==> config.mk <==
export PLATFORM = sky130hd
export DESIGN_NAME = retimer_driver_config_regs
export DESIGN_NICKNAME = d
export VERILOG_FILES = /design/src/inc/retimer_pkg.sv /design/src/logic/level_sync.sv /design/src/logic/retimer_driver_config_regs.sv
export VERILOG_INCLUDE_DIRS = /design/src /design/src/inc
export SDC_FILE = /design/constraint.sdc
export NUM_CORES = 1
export LEC_CHECK = 0
export ABC_AREA = 1
export ABC_CLOCK_PERIOD_IN_PS = 2500
export CELL_PAD_IN_SITES_DETAIL_PLACEMENT = 0
export CELL_PAD_IN_SITES_GLOBAL_PLACEMENT = 1
export CORE_UTILIZATION = 44
export CTS_CLUSTER_DIAMETER = 150
export DETAILED_ROUTE_END_ITERATION = 8
export DONT_BUFFER_PORTS = 1
export PLACE_DENSITY_LB_ADDON = 0.2
export SLEW_MARGIN = 20
export SYNTH_ARGS = -nofsm -noshare
export SYNTH_HDL_FRONTEND = slang
export SYNTH_SLANG_ARGS = --single-unit
export TNS_END_PERCENT = 50
==> constraint.sdc <==
create_clock -name core_clk -period 2.5 [get_ports core_clk]
set_clock_uncertainty 0.2 [all_clocks]
set_input_delay 0.75 -clock core_clk [delete_from_list [all_inputs] [get_ports core_clk]]
set_output_delay 0.75 -clock core_clk [all_outputs]
set_load 0.02 [all_outputs]
==> src/inc/retimer_cfg.svh <==
`ifndef RETIMER_CFG_SVH
`define RETIMER_CFG_SVH

// Channel count and register widths
`define NUM_CH          2
`define REG_W           8
`define MV_W            11
`define LVL_W           2

// Register offsets
`define OFS_CH_CTRL     8'h00
`define OFS_DEEMPH      8'h15
`define OFS_SWING       8'h2d
`define OFS_EQ_BOOST    8'h3a
`define OFS_CH_SELECT   8'hff

// Field positions
`define CH_RST_BIT      2
`define CODE_HI         2
`define CODE_LO         0
`define DEEMPH_RNG_BIT  6
`define SEL_SHARED_BIT  2
`define SEL_CH_BIT      0

// Reset values
`define DEEMPH_RST      8'h00
`define SWING_RST       8'h00
`define EQ_BOOST_RST    8'h00
`define CH_SELECT_RST   8'h00
`define CH_RST_RST      1'b0
`define RDATA_RST       8'h00

// Swing amplitude: base plus step times code, in mVppd
`define SWING_BASE_MV   11'h258
`define SWING_STEP_MV   11'h064

// Pin-mode subset codes for the four pin levels
`define PIN_SWING_LO    3'h0
`define PIN_SWING_R     3'h1
`define PIN_SWING_F     3'h4
`define PIN_SWING_HI    3'h5
`define PIN_DEEMPH_LO   3'h0
`define PIN_DEEMPH_R    3'h1
`define PIN_DEEMPH_F    3'h2
`define PIN_DEEMPH_HI   3'h4

`endif

==> src/inc/retimer_pkg.sv <==
package retimer_pkg;

    // Level seen on a four-level strap pin
    typedef enum logic [1:0] {
        LVL_LOW   = 2'h0,
        LVL_R     = 2'h1,
        LVL_F     = 2'h2,
        LVL_HIGH  = 2'h3
    } pin_lvl_e;

    // Rate range the CDR has locked in
    typedef enum logic [1:0] {
        RATE_FULL  = 2'h0,
        RATE_DIV2  = 2'h1,
        RATE_DIV4  = 2'h2,
        RATE_DIV8  = 2'h3
    } rate_range_e;

    // One register access from the management bus slave
    typedef struct packed {
        logic       wr;
        logic       rd;
        logic [7:0] addr;
        logic [7:0] wdata;
    } reg_req_s;

    // Decoded driver settings for one channel
    typedef struct packed {
        logic [2:0]  swing_code;
        logic [10:0] swing_mv;
        logic [7:0]  deemph_tenth_db;
        logic [7:0]  eq_boost;
        logic        fixed_eq;
    } drv_cfg_s;

endpackage

==> src/logic/level_sync.sv <==
`timescale 1ns/1ps
`include "retimer_cfg.svh"

// Two-stage synchroniser, one pair of flops per bit
module level_sync #(
    parameter int W = 1
) (
    // Clock and reset
    input  wire logic         core_clk,
    input  wire logic         rstn,
    // Asynchronous levels in, synchronised levels out
    input  wire logic [W-1:0] async_in,
    output logic      [W-1:0] sync_out
);

    logic [W-1:0] meta_r;   // First stage, read only by the second

    genvar b;
    generate
        for (b = 0; b < W; b++) begin : g_bit
            // Second flop alone looks at the first
            always_ff @(posedge core_clk or negedge rstn) begin
                if (!rstn) begin
                    meta_r[b]   <= 1'b0;
                    sync_out[b] <= 1'b0;
                end else begin
                    meta_r[b]   <= async_in[b];
                    sync_out[b] <= meta_r[b];
                end
            end
        end
    endgenerate

endmodule

==> src/logic/retimer_driver_config_regs.sv <==
`timescale 1ns/1ps
`include "retimer_cfg.svh"

// Overview of operation
// - Swing code from bits 2:0 at output_swing_ctrl
// - Swing amplitude is 600 plus 100n mVppd
// - Pin mode reaches only four swing levels
// - De-emphasis from driver_deemphasis_ctrl code and range bit
// - Range clear: 0.0 down to -12.0 dB
// - Range set: 0.0 down to -5.6 dB
// - Low rate ranges use low_rate_eq_boost boost, no adaptation
// - Each channel owns its own register copy
// - Register channel_target_select steers accesses to a target
// - Target holds until channel_target_select is rewritten
// - One channel_target_select register, reachable from any target
// - Bit 2 of 0x00 resets channel, self-clears
module retimer_driver_config_regs (
    // Clock and reset
    input  wire logic                     core_clk,
    input  wire logic                     rstn,
    // Register access from the management bus slave
    input  wire retimer_pkg::reg_req_s    req,
    output logic [`REG_W-1:0]             rdata_r,
    output logic                          rvalid_r,
    // Strap pins, asynchronous
    input  wire logic                     serial_mgmt_enable_pin,
    input  wire logic [`NUM_CH-1:0][1:0]  swing_select_pins,
    input  wire logic [`NUM_CH-1:0][1:0]  deemph_select_pins,
    // Locked rate range per channel, from the CDR
    input  wire logic [`NUM_CH-1:0][1:0]  rate_range,
    // Decoded driver settings and target selection
    output retimer_pkg::drv_cfg_s [`NUM_CH-1:0] drv_cfg_r,
    output logic [`REG_W-1:0]             ch_select_r
);

    localparam int PW = 1 + 4 * `NUM_CH;   // Synchronised pin bits

    logic [PW-1:0]               pins_s;     // Pins after two flops
    logic                        smb_en;     // Register mode enabled
    logic [`REG_W-1:0]           ch_select_nxt;
    logic [`REG_W-1:0]           rdata_nxt;
    logic                        rvalid_nxt;
    logic                        tgt_shared; // Shared set selected
    logic [`NUM_CH-1:0]          tgt_hit;    // Channel selected

    // Per-channel register copies
    logic [`NUM_CH-1:0][`REG_W-1:0] deemph_r, deemph_nxt;
    logic [`NUM_CH-1:0][`REG_W-1:0] swing_r, swing_nxt;
    logic [`NUM_CH-1:0][`REG_W-1:0] eq_r, eq_nxt;
    logic [`NUM_CH-1:0]             ch_rst_r, ch_rst_nxt;
    retimer_pkg::drv_cfg_s [`NUM_CH-1:0] drv_cfg_nxt;

    // Pins cross into the clock domain before anything decodes them
    level_sync #(
        .W        (PW)
    ) u_pin_sync (
        .core_clk (core_clk),
        .rstn     (rstn),
        .async_in ({serial_mgmt_enable_pin, swing_select_pins,
                    deemph_select_pins}),
        .sync_out (pins_s)
    );

    assign smb_en = pins_s[PW-1];

    // Pin level to swing code; only four of eight levels exist here
    function automatic logic [2:0] pin_swing(input logic [1:0] lvl);
        logic [2:0] c;
        c = `PIN_SWING_LO;
        unique case (retimer_pkg::pin_lvl_e'(lvl))
            retimer_pkg::LVL_LOW:  c = `PIN_SWING_LO;
            retimer_pkg::LVL_R:    c = `PIN_SWING_R;
            retimer_pkg::LVL_F:    c = `PIN_SWING_F;
            retimer_pkg::LVL_HIGH: c = `PIN_SWING_HI;
        endcase
        return c;
    endfunction

    // Pin level to de-emphasis code, always with range clear
    function automatic logic [2:0] pin_deemph(input logic [1:0] lvl);
        logic [2:0] c;
        c = `PIN_DEEMPH_LO;
        unique case (retimer_pkg::pin_lvl_e'(lvl))
            retimer_pkg::LVL_LOW:  c = `PIN_DEEMPH_LO;
            retimer_pkg::LVL_R:    c = `PIN_DEEMPH_R;
            retimer_pkg::LVL_F:    c = `PIN_DEEMPH_F;
            retimer_pkg::LVL_HIGH: c = `PIN_DEEMPH_HI;
        endcase
        return c;
    endfunction

    // De-emphasis in tenths of a dB of attenuation
    function automatic logic [7:0] deemph_att(input logic [2:0] code,
                                              input logic       rng);
        logic [7:0] t;
        t = 8'h00;
        if (rng) begin
            unique case (code)
                3'h0: t = 8'h00;
                3'h1: t = 8'h09;
                3'h2: t = 8'h14;
                3'h3: t = 8'h1c;
                3'h4: t = 8'h21;
                3'h5: t = 8'h27;
                3'h6: t = 8'h2d;
                3'h7: t = 8'h38;
            endcase
        end else begin
            unique case (code)
                3'h0: t = 8'h00;
                3'h1: t = 8'h0f;
                3'h2: t = 8'h23;
                3'h3: t = 8'h32;
                3'h4: t = 8'h3c;
                3'h5: t = 8'h4b;
                3'h6: t = 8'h5a;
                3'h7: t = 8'h78;
            endcase
        end
        return t;
    endfunction

    // Target decode; channel_target_select sits outside it so it is never hidden
    always_comb begin
        tgt_shared = ch_select_r[`SEL_SHARED_BIT];
        for (int i = 0; i < `NUM_CH; i++) begin
            tgt_hit[i] = !tgt_shared &&
                         (ch_select_r[`SEL_CH_BIT] == 1'(i));
        end
    end

    // Channel select keeps its value until written again
    always_comb begin
        ch_select_nxt = ch_select_r;
        if (req.wr && req.addr == `OFS_CH_SELECT) begin
            ch_select_nxt = req.wdata;
        end
    end

    // Per-channel register next values
    always_comb begin
        for (int i = 0; i < `NUM_CH; i++) begin
            deemph_nxt[i] = deemph_r[i];
            swing_nxt[i]  = swing_r[i];
            eq_nxt[i]     = eq_r[i];
            ch_rst_nxt[i] = 1'b0;           // Self-clears after one cycle
            if (ch_rst_r[i]) begin
                // Defaults reloaded; a write in the same cycle still lands
                deemph_nxt[i] = `DEEMPH_RST;
                swing_nxt[i]  = `SWING_RST;
                eq_nxt[i]     = `EQ_BOOST_RST;
            end
            if (req.wr && tgt_hit[i]) begin
                unique case (req.addr)
                    `OFS_CH_CTRL:
                        ch_rst_nxt[i] = req.wdata[`CH_RST_BIT];
                    `OFS_DEEMPH:   deemph_nxt[i] = req.wdata;
                    `OFS_SWING:    swing_nxt[i]  = req.wdata;
                    `OFS_EQ_BOOST: eq_nxt[i]     = req.wdata;
                    default: ;  // Unmodelled offsets ignore writes
                endcase
            end
        end
    end

    // Read mux; one cycle from strobe to data
    always_comb begin
        rvalid_nxt = req.rd;
        rdata_nxt  = rdata_r;       // Data holds between reads
        if (req.rd) begin
            rdata_nxt = `RDATA_RST; // Unmapped and shared offsets read 0
            if (req.addr == `OFS_CH_SELECT) begin
                rdata_nxt = ch_select_r;
            end else begin
                for (int i = 0; i < `NUM_CH; i++) begin
                    if (tgt_hit[i]) begin
                        unique case (req.addr)
                            `OFS_CH_CTRL:
                                rdata_nxt[`CH_RST_BIT] = ch_rst_r[i];
                            `OFS_DEEMPH:   rdata_nxt = deemph_r[i];
                            `OFS_SWING:    rdata_nxt = swing_r[i];
                            `OFS_EQ_BOOST: rdata_nxt = eq_r[i];
                            default: ;
                        endcase
                    end
                end
            end
        end
    end

    // Driver setting decode; pins win when register mode is off
    always_comb begin
        for (int i = 0; i < `NUM_CH; i++) begin
            logic [2:0] sc;
            logic [2:0] dc;
            logic       dr;
            sc = swing_r[i][`CODE_HI:`CODE_LO];
            dc = deemph_r[i][`CODE_HI:`CODE_LO];
            dr = deemph_r[i][`DEEMPH_RNG_BIT];
            if (!smb_en) begin
                // Swing pins sit above the de-emphasis pins, channel 0 lowest
                sc = pin_swing(pins_s[`LVL_W*(`NUM_CH+i) +: `LVL_W]);
                dc = pin_deemph(pins_s[`LVL_W*i +: `LVL_W]);
                dr = 1'b0;
            end
            drv_cfg_nxt[i].swing_code = sc;
            drv_cfg_nxt[i].swing_mv   = `SWING_BASE_MV +
                                        `SWING_STEP_MV * {8'h00, sc};
            drv_cfg_nxt[i].deemph_tenth_db = deemph_att(dc, dr);
            drv_cfg_nxt[i].eq_boost   = eq_r[i];
            // Low rate ranges take the fixed boost, adaptation held off
            drv_cfg_nxt[i].fixed_eq   =
                (rate_range[i] == retimer_pkg::RATE_DIV4) ||
                (rate_range[i] == retimer_pkg::RATE_DIV8);
        end
    end

    // State registers
    always_ff @(posedge core_clk or negedge rstn) begin
        if (!rstn) begin
            ch_select_r <= `CH_SELECT_RST;
            rdata_r     <= `RDATA_RST;
            rvalid_r    <= 1'b0;
            for (int i = 0; i < `NUM_CH; i++) begin
                deemph_r[i]  <= `DEEMPH_RST;
                swing_r[i]   <= `SWING_RST;
                eq_r[i]      <= `EQ_BOOST_RST;
                ch_rst_r[i]  <= `CH_RST_RST;
                drv_cfg_r[i] <= '0;
            end
        end else begin
            ch_select_r <= ch_select_nxt;
            rdata_r     <= rdata_nxt;
            rvalid_r    <= rvalid_nxt;
            deemph_r    <= deemph_nxt;
            swing_r     <= swing_nxt;
            eq_r        <= eq_nxt;
            ch_rst_r    <= ch_rst_nxt;
            drv_cfg_r   <= drv_cfg_nxt;
        end
    end

endmodule

==> impl_metrics.toml <==
[worst_setup_path]
r2r_cells = 9
crit_family = "adder cells"
cpPeakStageDelay_ns = 0.40
cp_slowest_cell = "dfrtp_1"
reg2reg_to = "drv_cfg_r[56]$_DFF_PN0_"
critPathMaxFanout = 4
crit_type = "flip-flop to flip-flop"
cp.required_ns = 2.58
startpoint_type = "flip-flop"
rr_startpoint = "swing_r[10]$_DFF_PN0_"
worstSetupEndpointType = "flip-flop"
ff2ff_setup_slack_ns = 0.11
cp.arrival_ns = 2.47
cp_num_buf_inv = 3
crit_chain = "or2_2, o21ai_1, inv_1, ha_1, inv_1, ha_1, ha_1, inv_1, xor2_1"

[clocking]
clk_pin_slew_ns = 0.06
cts_sinks = 139
cts-root-buf = "clkbuf_16"
clk_latency_ns = 0.42
cts_tree = "yes"
htree_num_levels = 4
cts_buffers = 17
clockBufferDepth = 2

[sta]
maxSlewHeadroom = 0.437
rsz0062_at_grt = "false"
whs_ns = -0.170
tns_ns = 0
maxSlewViolCount = 0
max_slew.worst_pin.slew_ns = 0.844
setup_viol = 0
fin_crit_ns = 2.39
hold_viol = 139
finalCritPeriodShare = 0.955
fin_ws_ns = 0.112
max_freq_ghz = 0.419

[drt]
wl_per_cell_um = 16.7
vias = 4249
vias_per_cell = 5.15
drt_iter0_markers = 301
firstDrtPassIters = 4
wl_um = 13800
ant_nets = 0
drcViolationCount = 0

[power_and_ir_drop]
p_leak_uw = 0.00334
p_per_area_nw_per_um2 = 727
max-vdd-ir-drop_mv = 0.467

[synth]
synthCells = 627
synth_edf_count = 0
synth-seq-cells = 139
yosys.area.top_type = "dfrtp_1"
ys_seq_area_frac = 0.568
syn_area_per_cell_um2 = 9.76
synth-main-ff-cell = "dfrtp_1"
async_flop_share = 1.00
synth_top_area_share = 0.568
synth.area.top_cells = "dfrtp_1, nand3_1, nand2_1, ha_1, inv_1"
ys.warnings.count = 0
ys_types = 35
syn_area_um2 = 6120

[layout]
area_growth_pct = 11.6
drive_above_1_share = 0.119
final_nets = 690
final_core_util = 0.510
final_common_cell = "dfrtp_1"
antenna_cells = 0
final_cell_mix = "dfrtp_1, nand3_1, nand2_1"
stdcell_area_um2 = 6830

[placement]
pre_cts_ws_ns = 0.0731
place.gp.congestion = 0.794
io_buffer_count = 0
placed_area_um2 = 6250
place_hpwl_um = 9480

[floorplan]
coreArea_um2 = 13400
initial_utilization = 0.457
rows = 42
pin_count = 112
die_x_um = 120
die-area_um2 = 14400
chipHeight_um = 120

[global_routing]
antenna_found_initial = 0
grt_max_degree = 140
first_global_vias = 4258
grt-ovfl-total = 0
grt_usage = 0.207
grt_pass1_wl_um = 22300

[worst_hold_path]
hp-class = "input pin to async pin"

[run_status]
violations = "hold timing"
outcome = "finished with violations"

[run]
cap_viol_max_count = 0
per-stage QoR:
step,cells,total power [µW]
finish,825,4970
global route,825,5160
CTS,823,5030
detailed placement,791,2650
global placement,791,2640
floorplan,632,2600
worst reg2reg max path, delay by kind of cell (launching register included):
kind / cells / cell delay (ns)
and+or+nand+nor: 1 / 0.30
adders and majority gates: 3 / 0.81
xor gates and xnor gates: 1 / 0.15
buffers and inverters: 3 / 0.25
AOI/OAI and AO/OA: 1 / 0.15
DFF: 1 / 0.40
per-layer routing:
metal | up-vias | wire [µm] | GRT usage
met5 | - | 0 | 0
met4 | 0 | 162 | 0.0688
met2 | 138 | 6200 | 0.307
li1 | 2094 | - | -
met3 | 17 | 1180 | 0.0708
met1 | 2000 | 6230 | 0.283
sequential cells by signal, indices dropped and copies added (netlist names):
name / flops
ch_rst_r: 2
rvalid_r: 1
deemph_r: 16
rdata_r: 8
u_pin_sync.sync_out: 9
ch_select_r: 8
u_pin_sync.meta_r: 9
drv_cfg_nxt: 16
swing_r: 16
drv_cfg_r: 54
where the power goes:
group          internal [µW]  switching (µW)  total (µW)
Combinational           61.5             132         193
Sequential              2320             100        2420
Clock                   1440             922        2360
Total                   3820            1150        4970
final cells by class:
class / instances / area [µm²]
clock inverters: 11 / 93.8
fillers: 1270 / 6570
well taps: 176 / 220
flip-flops and latches: 139 / 3480
repair buffers: 15 / 125
clock buffers: 21 / 470
inverters: 60 / 225
multi-input cells: 403 / 2220
synthesized netlist by cell type, types with 3 or more instances:
cell	number
ha_1	21
nor3_1	3
o21ai_0	42
nand2_2	4
nor2_2	5
dfrtp_1	139
inv_1	57
buf_6	7
inv_2	3
buf_1	4
buf_2	5
nand2_1	99
xnor2_1	3
o21ai_1	30
buf_4	12
o21ai_2	7
nand3_1	132
xor2_1	6
nor2_4	3
o21a_1	7
a21oi_1	3
nor2_1	16
cell families after synthesis:
logic type	synth area share
AND/OR/NAND/NOR	0.213
adder cells (fa/ha/maj)	0.0429
buffers and inverters	0.0722
other	0.000613
AO/OA/AOI/OAI	0.0896
XOR/XNOR	0.0129
flip-flops	0.568
what timing repair did:
item	CTS	global route
setup endpoints to repair	0	3
hold endpoints to repair	139	139
buffers inserted	0	2
resized for setup	0	2
worst max-delay path by stage:
| stage | to | startpoint | depth (start not counted) |
|---|---|---|---|
| 2_1_floorplan | drv_cfg_r[56]$_DFF_PN0_ | u_pin_sync.sync_out[8]$_DFF_PN0_ | 11 |
| 3_3_place_gp | drv_cfg_r[57]$_DFF_PN0_ | swing_r[10]$_DFF_PN0_ | 9 |
| 3_5_place_dp | drv_cfg_r[56]$_DFF_PN0_ | swing_r[10]$_DFF_PN0_ | 9 |
| 4_1_cts | drv_cfg_r[56]$_DFF_PN0_ | swing_r[10]$_DFF_PN0_ | 9 |
| 5_1_grt | drv_cfg_r[56]$_DFF_PN0_ | swing_r[10]$_DFF_PN0_ | 9 |
| 6_report | drv_cfg_r[56]$_DFF_PN0_ | swing_r[10]$_DFF_PN0_ | 9 |
Power figures use the tool's default switching activity.
